## config.mk

```make
export PLATFORM = sky130hd
export DESIGN_NAME = ducc_top
export DESIGN_NICKNAME = d
export VERILOG_FILES = /design/src/verilog/ducc_pkg.sv /design/src/verilog/ducc_top.sv /design/src/verilog/ducc_amp_ramp.sv
export SDC_FILE = /design/constraint.sdc
export NUM_CORES = 2
export LEC_CHECK = 0
export ABC_AREA = 0
export BUFFER_PORTS_ARGS = -buffer_cell sky130_fd_sc_hd__buf_2
export CORE_ASPECT_RATIO = 0.9
export CORE_UTILIZATION = 35
export DETAILED_ROUTE_END_ITERATION = 16
export GPL_TIMING_DRIVEN = 0
export PLACE_DENSITY = 0.54
export REMOVE_ABC_BUFFERS = 1
export SLEW_MARGIN = 20
export SYNTH_ARGS = -nofsm -noshare
export SYNTH_HDL_FRONTEND = slang
export SYNTH_SLANG_ARGS = --single-unit
```

## constraint.sdc

```tcl
create_clock -name i_core_clk -period 45.7 [get_ports i_core_clk]
set_input_delay 9.14 -clock i_core_clk [delete_from_list [all_inputs] [get_ports i_core_clk]]
set_output_delay 9.14 -clock i_core_clk [all_outputs]
set_load 0.02 [all_outputs]
```

## src/verilog/ducc_pkg.sv

```systemverilog
package ducc_pkg;

	// ==========================================
	// serial addresses of the block's registers
	localparam logic [4:0] ADDR_CTRL_ONE    = 5'h00;
	localparam logic [4:0] ADDR_TUNING_ONE  = 5'h06;
	localparam logic [4:0] ADDR_FALL_SWEEP  = 5'h07;
	localparam logic [4:0] ADDR_RISE_SWEEP  = 5'h08;

	// ==========================================
	// control_function_one upper field positions
	localparam int BIT_RAM_EN      = 31;
	localparam int BIT_RAM_DEST    = 30;
	localparam int BIT_PROF_HI     = 29;
	localparam int BIT_PROF_LO     = 27;
	localparam int BIT_ARR_LOAD    = 26;
	localparam int BIT_OSK_EN      = 25;
	localparam int BIT_OSK_AUTO    = 24;
	localparam int BIT_AUTO_SYNC   = 23;
	localparam int BIT_SWEEP_EN    = 21;

	// ==========================================
	// sweep control word layout
	localparam int SWP_DELTA_HI    = 31;
	localparam int SWP_RATE_LO     = 32;
	localparam int SWP_RATE_HI     = 39;

	// ==========================================
	// reset values
	localparam logic [31:0] RST_CTRL_ONE   = 32'h0000_0000;
	localparam logic [31:0] RST_TUNING_ONE = 32'h0000_0000;
	localparam logic [39:0] RST_SWEEP      = 40'h00_0000_0000;
	localparam logic [13:0] RST_SCALE      = 14'h0000;
	localparam logic [7:0]  RST_RAMP_TIMER = 8'h01;
	localparam logic [7:0]  TIMER_RELOAD_AT = 8'h01;

	// ==========================================
	// keying modes
	typedef enum logic [1:0] {
		DUCC_KEY_BYPASS,
		DUCC_KEY_MANUAL,
		DUCC_KEY_AUTO
	} ducc_key_mode_t;

	// decoded view of the upper control bits
	typedef struct packed {
		logic       ram_en;
		logic       ram_to_phase;
		logic [2:0] int_profile;
		logic       arr_load_on_update;
		logic       osk_en;
		logic       osk_auto;
		logic       auto_sync;
		logic       sweep_en;
	} ducc_ctrl_t;

	// sweep word split into its two fields
	typedef struct packed {
		logic [7:0]  ramp_rate;
		logic [31:0] delta;
	} ducc_sweep_t;

endpackage

```

## src/verilog/ducc_top.sv

```systemverilog
`timescale 1ns/10ps

module ducc_top (
	input  wire logic        i_core_clk,
	input  wire logic        i_rst,
	input  wire logic        i_wr_en,
	input  wire logic [4:0]  i_wr_addr,
	input  wire logic [39:0] i_wr_data,
	input  wire logic [4:0]  i_rd_addr,
	output logic      [39:0] o_rd_data,
	input  wire logic        i_update,
	input  wire logic [1:0]  i_profile_select,
	input  wire logic        i_keying_input,
	input  wire logic        i_sync_in,
	input  wire logic [13:0] i_amplitude_scale_factor,
	input  wire logic [31:0] i_ram_word,
	input  wire logic [1:0]  i_internal_profile,
	input  wire logic [13:0] i_sample,
	output logic [1:0]       o_profile,
	output logic             o_ram_active,
	output logic [31:0]      o_ram_freq_word,
	output logic [31:0]      o_ram_phase_word,
	output logic             o_ram_freq_valid,
	output logic             o_ram_phase_valid,
	output logic [31:0]      o_tuning_word_one,
	output logic             o_sweep_active,
	output logic [31:0]      o_sweep_delta,
	output logic [7:0]       o_sweep_rate,
	output logic [13:0]      o_dac_sample,
	output logic [13:0]      o_keying_scalar,
	output logic             o_auto_sync_active,
	output logic             o_sync_align
);

	// ==========================================
	// shadow (serial) and active register copies
	logic [31:0] ctrl_shadow_reg;
	logic [31:0] ctrl_reg;
	logic [31:0] tuning_shadow_reg;
	logic [31:0] tuning_reg;
	logic [39:0] fall_shadow_reg;
	logic [39:0] fall_reg;
	logic [39:0] rise_shadow_reg;
	logic [39:0] rise_reg;

	ducc_pkg::ducc_ctrl_t     ctrl;
	ducc_pkg::ducc_key_mode_t key_mode;
	ducc_pkg::ducc_sweep_t    rise_w;
	ducc_pkg::ducc_sweep_t    fall_w;

	// synchronisers for pin inputs
	logic [1:0] ps_s1_reg;
	logic [1:0] ps_s2_reg;
	logic       key_s1_reg;
	logic       key_s2_reg;
	logic       sync_s1_reg;
	logic       sync_s2_reg;
	logic       sync_prev_reg;
	logic       upd_s1_reg;
	logic       upd_s2_reg;
	logic       upd_prev_reg;
	logic       update_pulse;
	logic [13:0] ramp_scalar;
	logic        timer_reload;
	logic [27:0] scaled;

	// decode of the control bits into fields
	function automatic ducc_pkg::ducc_ctrl_t decode_ctrl(input logic [31:0] w);
		ducc_pkg::ducc_ctrl_t c;
		c.ram_en             = w[ducc_pkg::BIT_RAM_EN];
		c.ram_to_phase       = w[ducc_pkg::BIT_RAM_DEST];
		c.int_profile        = w[ducc_pkg::BIT_PROF_HI:ducc_pkg::BIT_PROF_LO];
		c.arr_load_on_update = w[ducc_pkg::BIT_ARR_LOAD];
		c.osk_en             = w[ducc_pkg::BIT_OSK_EN];
		c.osk_auto           = w[ducc_pkg::BIT_OSK_AUTO];
		c.auto_sync          = w[ducc_pkg::BIT_AUTO_SYNC];
		c.sweep_en           = w[ducc_pkg::BIT_SWEEP_EN];
		return c;
	endfunction

	assign ctrl   = decode_ctrl(ctrl_reg);
	// rising and falling words split into delta and ramp rate
	assign rise_w = ducc_pkg::ducc_sweep_t'(rise_reg);
	assign fall_w = ducc_pkg::ducc_sweep_t'(fall_reg);

	// ==========================================
	// input synchronisers
	always_ff @(posedge i_core_clk or posedge i_rst) begin
		if (i_rst) begin
			ps_s1_reg   <= 2'h0;
			ps_s2_reg   <= 2'h0;
			key_s1_reg  <= 1'b0;
			key_s2_reg  <= 1'b0;
			sync_s1_reg <= 1'b0;
			sync_s2_reg <= 1'b0;
			upd_s1_reg  <= 1'b0;
			upd_s2_reg  <= 1'b0;
		end else begin
			ps_s1_reg   <= i_profile_select;
			ps_s2_reg   <= ps_s1_reg;
			key_s1_reg  <= i_keying_input;
			key_s2_reg  <= key_s1_reg;
			sync_s1_reg <= i_sync_in;
			sync_s2_reg <= sync_s1_reg;
			upd_s1_reg  <= i_update;
			upd_s2_reg  <= upd_s1_reg;
		end
	end

	// edge history for update and sync
	always_ff @(posedge i_core_clk or posedge i_rst) begin
		if (i_rst) begin
			upd_prev_reg  <= 1'b0;
			sync_prev_reg <= 1'b0;
		end else begin
			upd_prev_reg  <= upd_s2_reg;
			sync_prev_reg <= sync_s2_reg;
		end
	end

	assign update_pulse = upd_s2_reg && !upd_prev_reg;

	// ==========================================
	// serial-side shadow writes
	always_ff @(posedge i_core_clk or posedge i_rst) begin
		if (i_rst) begin
			ctrl_shadow_reg   <= ducc_pkg::RST_CTRL_ONE;
			tuning_shadow_reg <= ducc_pkg::RST_TUNING_ONE;
			fall_shadow_reg   <= ducc_pkg::RST_SWEEP;
			rise_shadow_reg   <= ducc_pkg::RST_SWEEP;
		end else if (i_wr_en) begin
			case (i_wr_addr)
				ducc_pkg::ADDR_CTRL_ONE:   ctrl_shadow_reg   <= i_wr_data[31:0];
				ducc_pkg::ADDR_TUNING_ONE: tuning_shadow_reg <= i_wr_data[31:0];
				ducc_pkg::ADDR_FALL_SWEEP: fall_shadow_reg   <= i_wr_data;
				// top byte lands in bits 39:32 (ramp rate)
				ducc_pkg::ADDR_RISE_SWEEP: rise_shadow_reg   <= i_wr_data;
				default: ;
			endcase
		end
	end

	// ==========================================
	// update strobe moves shadows to active together
	always_ff @(posedge i_core_clk or posedge i_rst) begin
		if (i_rst) begin
			ctrl_reg   <= ducc_pkg::RST_CTRL_ONE;
			tuning_reg <= ducc_pkg::RST_TUNING_ONE;
			fall_reg   <= ducc_pkg::RST_SWEEP;
			rise_reg   <= ducc_pkg::RST_SWEEP;
		end else if (update_pulse) begin
			ctrl_reg   <= ctrl_shadow_reg;
			tuning_reg <= tuning_shadow_reg;
			fall_reg   <= fall_shadow_reg;
			rise_reg   <= rise_shadow_reg;
		end
	end

	// registered readback of the serial-side copies
	always_ff @(posedge i_core_clk or posedge i_rst) begin
		if (i_rst) begin
			o_rd_data <= 40'h00_0000_0000;
		end else begin
			case (i_rd_addr)
				ducc_pkg::ADDR_CTRL_ONE:   o_rd_data <= {8'h00, ctrl_shadow_reg};
				ducc_pkg::ADDR_TUNING_ONE: o_rd_data <= {8'h00, tuning_shadow_reg};
				ducc_pkg::ADDR_FALL_SWEEP: o_rd_data <= fall_shadow_reg;
				ducc_pkg::ADDR_RISE_SWEEP: o_rd_data <= rise_shadow_reg;
				default:                   o_rd_data <= 40'h00_0000_0000;
			endcase
		end
	end

	// ==========================================
	// ram routing and profile selection
	always_ff @(posedge i_core_clk or posedge i_rst) begin
		if (i_rst) begin
			o_ram_active      <= 1'b0;
			o_ram_freq_word   <= 32'h0000_0000;
			o_ram_phase_word  <= 32'h0000_0000;
			o_ram_freq_valid  <= 1'b0;
			o_ram_phase_valid <= 1'b0;
			o_profile         <= 2'h0;
		end else begin
			// ram idle when disabled; active when enabled
			o_ram_active      <= ctrl.ram_en;
			o_ram_freq_valid  <= ctrl.ram_en && !ctrl.ram_to_phase;
			if (ctrl.ram_en && !ctrl.ram_to_phase) begin
				o_ram_freq_word <= i_ram_word;
			end
			o_ram_phase_valid <= ctrl.ram_en && ctrl.ram_to_phase;
			if (ctrl.ram_en && ctrl.ram_to_phase) begin
				o_ram_phase_word <= i_ram_word;
			end
			if (ctrl.ram_en && ctrl.int_profile != 3'h0) begin
				o_profile <= i_internal_profile;
			end else begin
				o_profile <= ps_s2_reg;
			end
		end
	end

	// ==========================================
	// tuning word and linear sweep selection
	always_ff @(posedge i_core_clk or posedge i_rst) begin
		if (i_rst) begin
			o_tuning_word_one <= 32'h0000_0000;
			o_sweep_active    <= 1'b0;
			o_sweep_delta     <= 32'h0000_0000;
			o_sweep_rate      <= 8'h00;
		end else begin
			o_tuning_word_one <= tuning_reg;
			o_sweep_active    <= ctrl.sweep_en && !ctrl.ram_en;
			o_sweep_delta     <= ps_s2_reg[0] ? rise_w.delta : fall_w.delta;
			o_sweep_rate      <= ps_s2_reg[0] ? rise_w.ramp_rate : fall_w.ramp_rate;
		end
	end

	// ==========================================
	// keying mode decode
	always_comb begin
		if (!ctrl.osk_en) begin
			key_mode = ducc_pkg::DUCC_KEY_BYPASS;
		end else if (ctrl.osk_auto) begin
			key_mode = ducc_pkg::DUCC_KEY_AUTO;
		end else begin
			key_mode = ducc_pkg::DUCC_KEY_MANUAL;
		end
	end

	// timer reload policy from load bit
	ducc_amp_ramp u_amp_ramp (
		.i_core_clk       (i_core_clk),
		.i_rst            (i_rst),
		.i_load_on_update (ctrl.arr_load_on_update),
		.i_update         (update_pulse),
		.i_auto           (key_mode == ducc_pkg::DUCC_KEY_AUTO),
		.i_key_level      (key_s2_reg),
		.i_ramp_rate      (8'h04),
		.i_scale          (i_amplitude_scale_factor),
		.o_scalar         (ramp_scalar),
		.o_timer_reload   (timer_reload)
	);

	// scaling of the amplitude sample
	always_comb begin
		case (key_mode)
			ducc_pkg::DUCC_KEY_MANUAL: scaled = i_sample * i_amplitude_scale_factor;
			ducc_pkg::DUCC_KEY_AUTO:   scaled = i_sample * ramp_scalar;
			default:                   scaled = {i_sample, 14'h0000};
		endcase
	end

	always_ff @(posedge i_core_clk or posedge i_rst) begin
		if (i_rst) begin
			o_dac_sample    <= 14'h0000;
			o_keying_scalar <= 14'h0000;
		end else begin
			o_dac_sample    <= scaled[27:14];
			o_keying_scalar <= ramp_scalar;
		end
	end

	// ==========================================
	// auto sync aligns on rising sync input edges
	always_ff @(posedge i_core_clk or posedge i_rst) begin
		if (i_rst) begin
			o_auto_sync_active <= 1'b0;
			o_sync_align       <= 1'b0;
		end else begin
			o_auto_sync_active <= ctrl.auto_sync;
			o_sync_align       <= ctrl.auto_sync && sync_s2_reg && !sync_prev_reg;
		end
	end

	// ==========================================
	// checks
	// frequency route follows control
	a_ram_freq_route: assert property (@(posedge i_core_clk) disable iff (i_rst)
		o_ram_freq_valid |-> $past(ctrl.ram_en) && !$past(ctrl.ram_to_phase))
		else $error("ram freq route wrong");
	a_ram_phase_route: assert property (@(posedge i_core_clk) disable iff (i_rst)
		o_ram_phase_valid |-> $past(ctrl.ram_en) && $past(ctrl.ram_to_phase))
		else $error("ram phase route wrong");
	a_ram_idle: assert property (@(posedge i_core_clk) disable iff (i_rst)
		!$past(ctrl.ram_en) |-> !o_ram_active && !o_ram_freq_valid && !o_ram_phase_valid)
		else $error("ram active while disabled");
	// active copy moves only on update
	a_update_only: assert property (@(posedge i_core_clk) disable iff (i_rst)
		!$past(update_pulse) |-> $stable(ctrl_reg))
		else $error("control changed without update");
	// no update reload with load bit low
	a_no_upd_reload: assert property (@(posedge i_core_clk) disable iff (i_rst)
		!ctrl.arr_load_on_update && update_pulse && timer_reload
		|-> u_amp_ramp.timer_reg == ducc_pkg::TIMER_RELOAD_AT)
		else $error("timer reloaded by update");
	// update reload with load bit high
	a_upd_reload: assert property (@(posedge i_core_clk) disable iff (i_rst)
		ctrl.arr_load_on_update && update_pulse |-> timer_reload)
		else $error("timer not reloaded by update");
	// scalar never rises with key low
	a_ramp_down: assert property (@(posedge i_core_clk) disable iff (i_rst)
		key_mode == ducc_pkg::DUCC_KEY_AUTO && !key_s2_reg ##1 key_mode == ducc_pkg::DUCC_KEY_AUTO
		|-> ramp_scalar <= $past(ramp_scalar))
		else $error("scalar rose with key low");
	// no alignment while auto sync off
	a_sync_off: assert property (@(posedge i_core_clk) disable iff (i_rst)
		!$past(ctrl.auto_sync) |-> !o_sync_align)
		else $error("sync align while disabled");

endmodule

```

## src/verilog/ducc_amp_ramp.sv

```systemverilog
`timescale 1ns/10ps

// ==========================================
// amplitude ramp-rate timer and keying scalar
module ducc_amp_ramp (
	input  wire logic        i_core_clk,
	input  wire logic        i_rst,
	input  wire logic        i_load_on_update,
	input  wire logic        i_update,
	input  wire logic        i_auto,
	input  wire logic        i_key_level,
	input  wire logic [7:0]  i_ramp_rate,
	input  wire logic [13:0] i_scale,
	output logic      [13:0] o_scalar,
	output logic             o_timer_reload
);

	logic [7:0]  timer_reg;
	logic        reload;

	// reload on timeout, or on update when enabled
	assign reload         = (timer_reg == ducc_pkg::TIMER_RELOAD_AT) ||
	                        (i_load_on_update && i_update);
	assign o_timer_reload = reload;

	// ramp-rate down counter
	always_ff @(posedge i_core_clk or posedge i_rst) begin
		if (i_rst) begin
			timer_reg <= ducc_pkg::RST_RAMP_TIMER;
		end else if (reload) begin
			timer_reg <= (i_ramp_rate == 8'h00) ? 8'h01 : i_ramp_rate;
		end else begin
			timer_reg <= timer_reg - 8'h01;
		end
	end

	// scalar steps once per timeout toward target, dropping straight to scale if above it with key high
	always_ff @(posedge i_core_clk or posedge i_rst) begin
		if (i_rst) begin
			o_scalar <= ducc_pkg::RST_SCALE;
		end else if (!i_auto) begin
			o_scalar <= ducc_pkg::RST_SCALE;
		end else if (timer_reg == ducc_pkg::TIMER_RELOAD_AT) begin
			if (i_key_level && o_scalar < i_scale) begin
				o_scalar <= o_scalar + 14'h0001;
			end else if (i_key_level && o_scalar > i_scale) begin
				o_scalar <= i_scale;
			end else if (!i_key_level && o_scalar != 14'h0000) begin
				o_scalar <= o_scalar - 14'h0001;
			end
		end
	end

endmodule

```

Yosys cells after proc, flatten, opt, wreduce, memory -nomap -nowiden
Index checks and enable logic that the tools add are counted.
{ "word_totals": {"regBits": 534, "input_bits": 120, "out_inout_bits": 212, "word_cells": 92} }
{ "op_classes": {"addsub": 3, "mul": 2, "order_cmp": 2, "eq_ne": 11, "n_mux": 13, "reduce_logical": 26} }
{ "op_table": {"columns": ["op", "n"], "rows": [
  ["40-bit one-hot mux with 4 select lines", 1],
  ["14-bit two-way mux", 5],
  ["14-bit by 14-bit multiplier with 28-bit output", 2],
  ["28-bit one-hot mux with 2 select lines", 1],
  ["32-bit two-way mux", 1],
  ["5-bit by 3-bit == test with 1-bit output, second input constant", 4],
  ["8-bit two-way mux", 2],
  ["14-bit by 1-bit adder with 14-bit output, second input constant", 1],
  ["14-bit > comparator", 1],
  ["14-bit < comparator", 1],
  ["14-bit nonzero test", 1],
  ["14-bit by 1-bit subtractor with 14-bit output, second input constant", 1],
  ["1-bit logical AND", 11],
  ["5-bit by 4-bit == test with 1-bit output, second input constant", 2],
  ["5-bit logical NOT", 2],
  ["2-bit AND reduction", 5],
  ["8-bit by 1-bit == test with 1-bit output, second input constant", 1],
  ["8-bit by 1-bit subtractor with 8-bit output, second input constant", 1],
  ["2-bit two-way mux", 3],
  ["1-bit logical NOT", 5],
  ["4-bit != test, second input constant", 1],
  ["3-bit nonzero test", 1],
  ["2-bit by 1-bit == test with 1-bit output, second input constant", 1],
  ["2-bit == test, second input constant", 1],
  ["other kinds (2)", 2]
]} }

Depth between registers and ports, before layout
{ "logic_depth": {"ltp_word": 7, "depth_mapped": 26, "mapped_depth_nobuf": 24} }

Modules after synthesis
From an unflattened synthesis, not the netlist that was laid out.
{ "hier_totals": {"hier_cells": 3095, "area_unflattened_um2": 32598.8} }
{ "modules_own_cells": {"columns": ["module", "n_inst", "cells_each", "area_per_inst_um2", "seq_area_each_um2"], "rows": [
  ["ducc_top", 1, 2789, 30275.3, 12261.8],
  ["ducc_amp_ramp", 1, 306, 2323.5, 551.8]
]} }

Least setup slack after synthesis
OpenSTA, ideal clock, no wires.
{ "synth_timing": {"path_type": "input to register", "from": "in i_sample[7]", "to": "reg o_dac_sample[12]", "setup_time_ns": 0.132, "arrival_ns": 14.636, "required_ns": 45.568, "slack_ns": 30.933, "cell_stages": 22, "path_buffers": 2, "path_cell_list": "clkbuf_1 > clkbuf_1 > nand2_1 > fa_1 > fa_1 > inv_1 > fa_1 > fa_1 > fa_1 > inv_1 > fa_1 > inv_1 > ha_1 > nand4_1 > nor3_1 > a211oi_2 > a31oi_1 > o31ai_4 > a21oi_2 > a2111oi_0 > a221oi_1 > o21ai_1"} }
{ "synth_via": {"elab_chain_cells": 2, "elab_cells_between_ends": 3, "classes_between": "mul: 2; mux: 1"} }
{ "synth_lines": {"columns": ["element", "line", "text"], "rows": [
  ["from (decl)", "ducc_top.sv:18", "input wire logic [13:0] i_sample,"],
  ["14-bit by 14-bit multiplier with 28-bit output, on equally long branches", "ducc_top.sv:249, ducc_top.sv:248", null],
  ["28-bit one-hot mux with 2 select lines *", "ducc_top.sv:247", "case (key_mode)"],
  ["via scaled[26]", "ducc_top.sv:65", "logic [27:0] scaled;"],
  ["to (signal assigned)", "ducc_top.sv:259", "o_dac_sample <= scaled[27:14];"],
  ["to (decl)", "ducc_top.sv:29", "output logic [13:0] o_dac_sample,"]
]} }
The timed path passes the listed nets; every way through them passes the cells marked *.
A chain may end at the register's enable or synchronous reset.

Final worst setup path
{ "layout_timing": {"from": "in i_sample[10]", "to": "reg o_dac_sample[12]"} }
Same word-level chain as after synthesis.

==> reports/summary.txt <==
type of element capturing the critical path = flop
critical path launch point type = primary input
Post-CTS Hold Buffers = 0
clk buf depth = 3
vertical die dimension = 289 µm
post-synthesis instance area = 32100 µm²
vias in the first global route = 22100
met1 Usage GRT = 24.4%
TritonCTS clock tree = yes
number of primary I/O pins = 332
TritonCTS sink count = 512
data arrival time at the worst-slack endpoint = 15.90 ns
post-route core utilization = 41.3%
clock skew after layout = 0.0666 ns
result of the run = completed
Leak = 19.0 nW
relative area change from synthesis to final layout = 16.1%
portion of the post-synthesis area used by sequential elements = 40.0%
total setup buffers inserted after CTS = 0
P_int = 1.13 mW
Clock Power Share = 25.4%
DIE WIDTH = 321 µm
share of Yosys cell area claimed by the top area cell type = 39.9%
post-cts repair resize count = 0
path type of the worst setup path = in -> reg
Initial DRT Pass Iterations = 5
wirelength, routed = 80.5 mm
number of max-cap violations = 0
global route total overflow = 0
Post-Route Hold Slack = 0.337 ns
smallest setup slack after layout = 30.26 ns
final hold violations = 0
post-route minimum period = 15.44 ns
largest fanout on the critical path = 25
# placed instances = 4205
clock latency on the worst-skew pair = 0.66 ns
Via density = 4.85
#FFs+latches synth = 512
drt initial violations = 929
global routing's busiest layer = met2
wire length of the first global-routing pass = 128 mm
row count = 104
dominant register cell in the synthesized netlist = sky130_fd_sc_hd__dfrtp_1
Tightest Pin Transition = 1.09 ns
fraction of layout instances using a drive strength above 1 = 27.6%
sequential group share of total power = 34.8%
highest clock rate = 0.0648 GHz
IR Drop Worst-Case VDD = 50.5 µV
power density normalized to cell area = 48.2 nW/µm²
net switching fraction of the power = 36.8%
final-report max-slew violation count = 0
cell with the largest stage delay on the worst path = sky130_fd_sc_hd__buf_2
Worst path most repeated cell = sky130_fd_sc_hd__fa_1
largest net degree at the start of global routing = 102
sum of buffers and inverters on the critical path = 6
count of mapped cells out of synthesis = 2760
Largest stage delay, worst path = 0.58 ns
number of antenna violations at the first check in global routing = 11
switching pwr = 660 µW
Setup-failing EPs final = 0
required time at the endpoint of the critical path = 46.16 ns
sum of negative setup slack = 0 ns
Period Utilization, post-route = 33.8%
worst slew margin relative to its limit = 27.6%
power share of the combinational group = 39.8%
top area cells in the synthesized netlist = sky130_fd_sc_hd__dfrtp_1, sky130_fd_sc_hd__fa_1, sky130_fd_sc_hd__mux2_2, sky130_fd_sc_hd__ha_1, sky130_fd_sc_hd__inv_1
Tightest Hold Check Type = reg -> reg
fraction of registers with async set or reset after synthesis = 100%
post-route non-filler standard cell count = 4309
most common cell after layout, fill and taps aside = sky130_fd_sc_hd__dfrtp_1
Post-synth EDFFs = 0
most area-hungry cell type in the Yosys netlist = sky130_fd_sc_hd__dfrtp_1
Placement Setup Slack = 29.56 ns
Port Buf Inserts = 331
net count reported at finish = 3644
RePlAce Congestion = 0.801
overall fraction of global-route tracks in use = 17.8%
number of DRC violations after detailed routing = 0
clock slew at the register clock pins of the worst setup and hold paths = 0.06 ns
estimated wirelength of the detail-placed design = 56.4 mm
initial standard-cell utilization of the core = 35.6%
CORE AREA = 90000 µm²
GR Layer Usage met2 = 28.6%
fraction of met3 tracks used by global routing = 3.75%
setup repair after global routing missed its margin = no
buffer cell driving the clock tree root = sky130_fd_sc_hd__clkbuf_16
commonest non-fill, non-tap cells in the layout = sky130_fd_sc_hd__dfrtp_1, sky130_fd_sc_hd__mux2_2, sky130_fd_sc_hd__inv_1
mean instance size in the synthesized netlist = 11.6 µm²
TritonCTS buffer count = 57
H-tree level count = 2
routed vias = 20900
chain of cells forming the critical path = buf_2 -> inv_1 -> nor2_1 -> fa_1 -> inv_1 -> fa_1 -> inv_1 -> fa_1 -> fa_1 -> fa_1 -> inv_1 -> fa_1 -> inv_1 -> ha_1 -> nand4_1 -> nor3_1 -> o21ai_1 -> a31oi_1 -> o31ai_4 -> a21oi_2 -> a2111oi_0 -> a221oi_1 -> o21ai_1
count of warnings emitted by yosys = 0
count of distinct cell types in the synthesized netlist = 68
detailed-route wire length per cell = 18.7 µm
CP delay by family, top = adder cells
die area = 92800 µm²
antenna-violating nets left = 0
-- metrics by stage --
step | instance area (µm²) | power, mW
6_report | 37200 | 1.79
5_1_grt | 37200 | 1.94
4_1_cts | 37200 | 1.83
3_5_place_dp | 35300 | 1.36
3_3_place_gp | 34700 | 1.35
2_1_floorplan | 31500 | 1.13
-- kinds of logic (layout without fill, tap and decap cells) --
group	Yosys count	in the layout	synth area share, %
buffers and inverters	507	833	5.96
other	0	4	0
multiplexers	375	375	13.2
adder cells (fa/ha/maj)	479	479	25.2
AO/OA/AOI/OAI	252	252	5.63
flip-flops	512	512	40.0
AND/OR/NAND/NOR	597	597	9.00
XOR/XNOR	38	38	1.04
-- power groups by stage --
stage	clock [mW]	combinational (mW)	sequential, mW
after CTS	0.473	0.730	0.625
after floorplan	0	0.442	0.690
after global routing	0.490	0.813	0.639
final	0.456	0.715	0.624
after global placement	0	0.719	0.632
after detailed placement	0	0.724	0.632
-- layer usage --
metal / wire length, µm / up-vias
met5: 47 / -
met1: 36500 / 10800
li1: - / 9576
met2: 37300 / 441
met4: 1990 / 8
met3: 4640 / 113
-- Yosys cell counts (3+ instances only) --
library cell / count
sky130_fd_sc_hd__dfrtp_1: 511
sky130_fd_sc_hd__mux2_2: 360
sky130_fd_sc_hd__inv_1: 359
sky130_fd_sc_hd__fa_1: 280
sky130_fd_sc_hd__nand2_1: 274
sky130_fd_sc_hd__ha_1: 199
sky130_fd_sc_hd__and2_1: 165
sky130_fd_sc_hd__clkbuf_1: 121
sky130_fd_sc_hd__a22oi_1: 69
sky130_fd_sc_hd__nor2_1: 67
sky130_fd_sc_hd__a21oi_1: 45
sky130_fd_sc_hd__o21ai_0: 22
sky130_fd_sc_hd__buf_1: 21
sky130_fd_sc_hd__xor2_1: 20
sky130_fd_sc_hd__nand3_1: 18
sky130_fd_sc_hd__nor3_1: 18
sky130_fd_sc_hd__xnor2_1: 18
sky130_fd_sc_hd__a211oi_1: 13
sky130_fd_sc_hd__a21o_1: 13
sky130_fd_sc_hd__mux2_1: 13
sky130_fd_sc_hd__o21a_1: 11
sky130_fd_sc_hd__o21ai_1: 11
sky130_fd_sc_hd__and3_1: 9
sky130_fd_sc_hd__a22o_1: 8
sky130_fd_sc_hd__nand2b_1: 8
sky130_fd_sc_hd__nor2b_1: 8
sky130_fd_sc_hd__a31oi_1: 7
sky130_fd_sc_hd__nand4_1: 7
sky130_fd_sc_hd__buf_2: 6
sky130_fd_sc_hd__a221oi_1: 4
sky130_fd_sc_hd__a311oi_1: 4
sky130_fd_sc_hd__nand3b_1: 4
sky130_fd_sc_hd__nor3b_1: 4
sky130_fd_sc_hd__o211ai_1: 4
sky130_fd_sc_hd__o221ai_1: 4
sky130_fd_sc_hd__o31ai_1: 4
sky130_fd_sc_hd__a2111oi_0: 3
sky130_fd_sc_hd__a41oi_1: 3
sky130_fd_sc_hd__and4_1: 3
sky130_fd_sc_hd__o21bai_1: 3
sky130_fd_sc_hd__o22ai_1: 3
-- final timing paths --
| path | from | endpoint | slack, ns | cells past startpoint |
|---|---|---|---|---|
| min in group asynchronous | i_rst | o_ram_freq_word[15]$_DFFE_PP0P_ | 8.40 | 2 |
| worst max-delay path | i_sample[10] | o_dac_sample[12]$_DFF_PP0_ | 30.26 | 23 |
| max in group asynchronous | i_rst | o_tuning_word_one[8]$_DFF_PP0_ | 34.88 | 7 |
| worst min-delay path | ps_s1_reg[0]$_DFF_PP0_ | ps_s2_reg[0]$_DFF_PP0_ | 0.34 | 0 |
| worst min register to register | ps_s1_reg[0]$_DFF_PP0_ | ps_s2_reg[0]$_DFF_PP0_ | 0.34 | 0 |
| worst max register to register | u_amp_ramp.o_scalar[4]$_DFFE_PP0P_ | o_dac_sample[13]$_DFF_PP0_ | 38.82 | 23 |
-- final cells by class --
type                       instances  area, µm²
fill                            8766      52800
multi-input combinational       1741      17400
sequential                       512      12800
timing repair buffer             374       2240
clock buffer                      84       1680
tap                             1219       1530
inverter                         359       1360
clock inverter                    16        194
antenna                            4       10.0
Note: power is estimated with default switching activity, not from simulation.
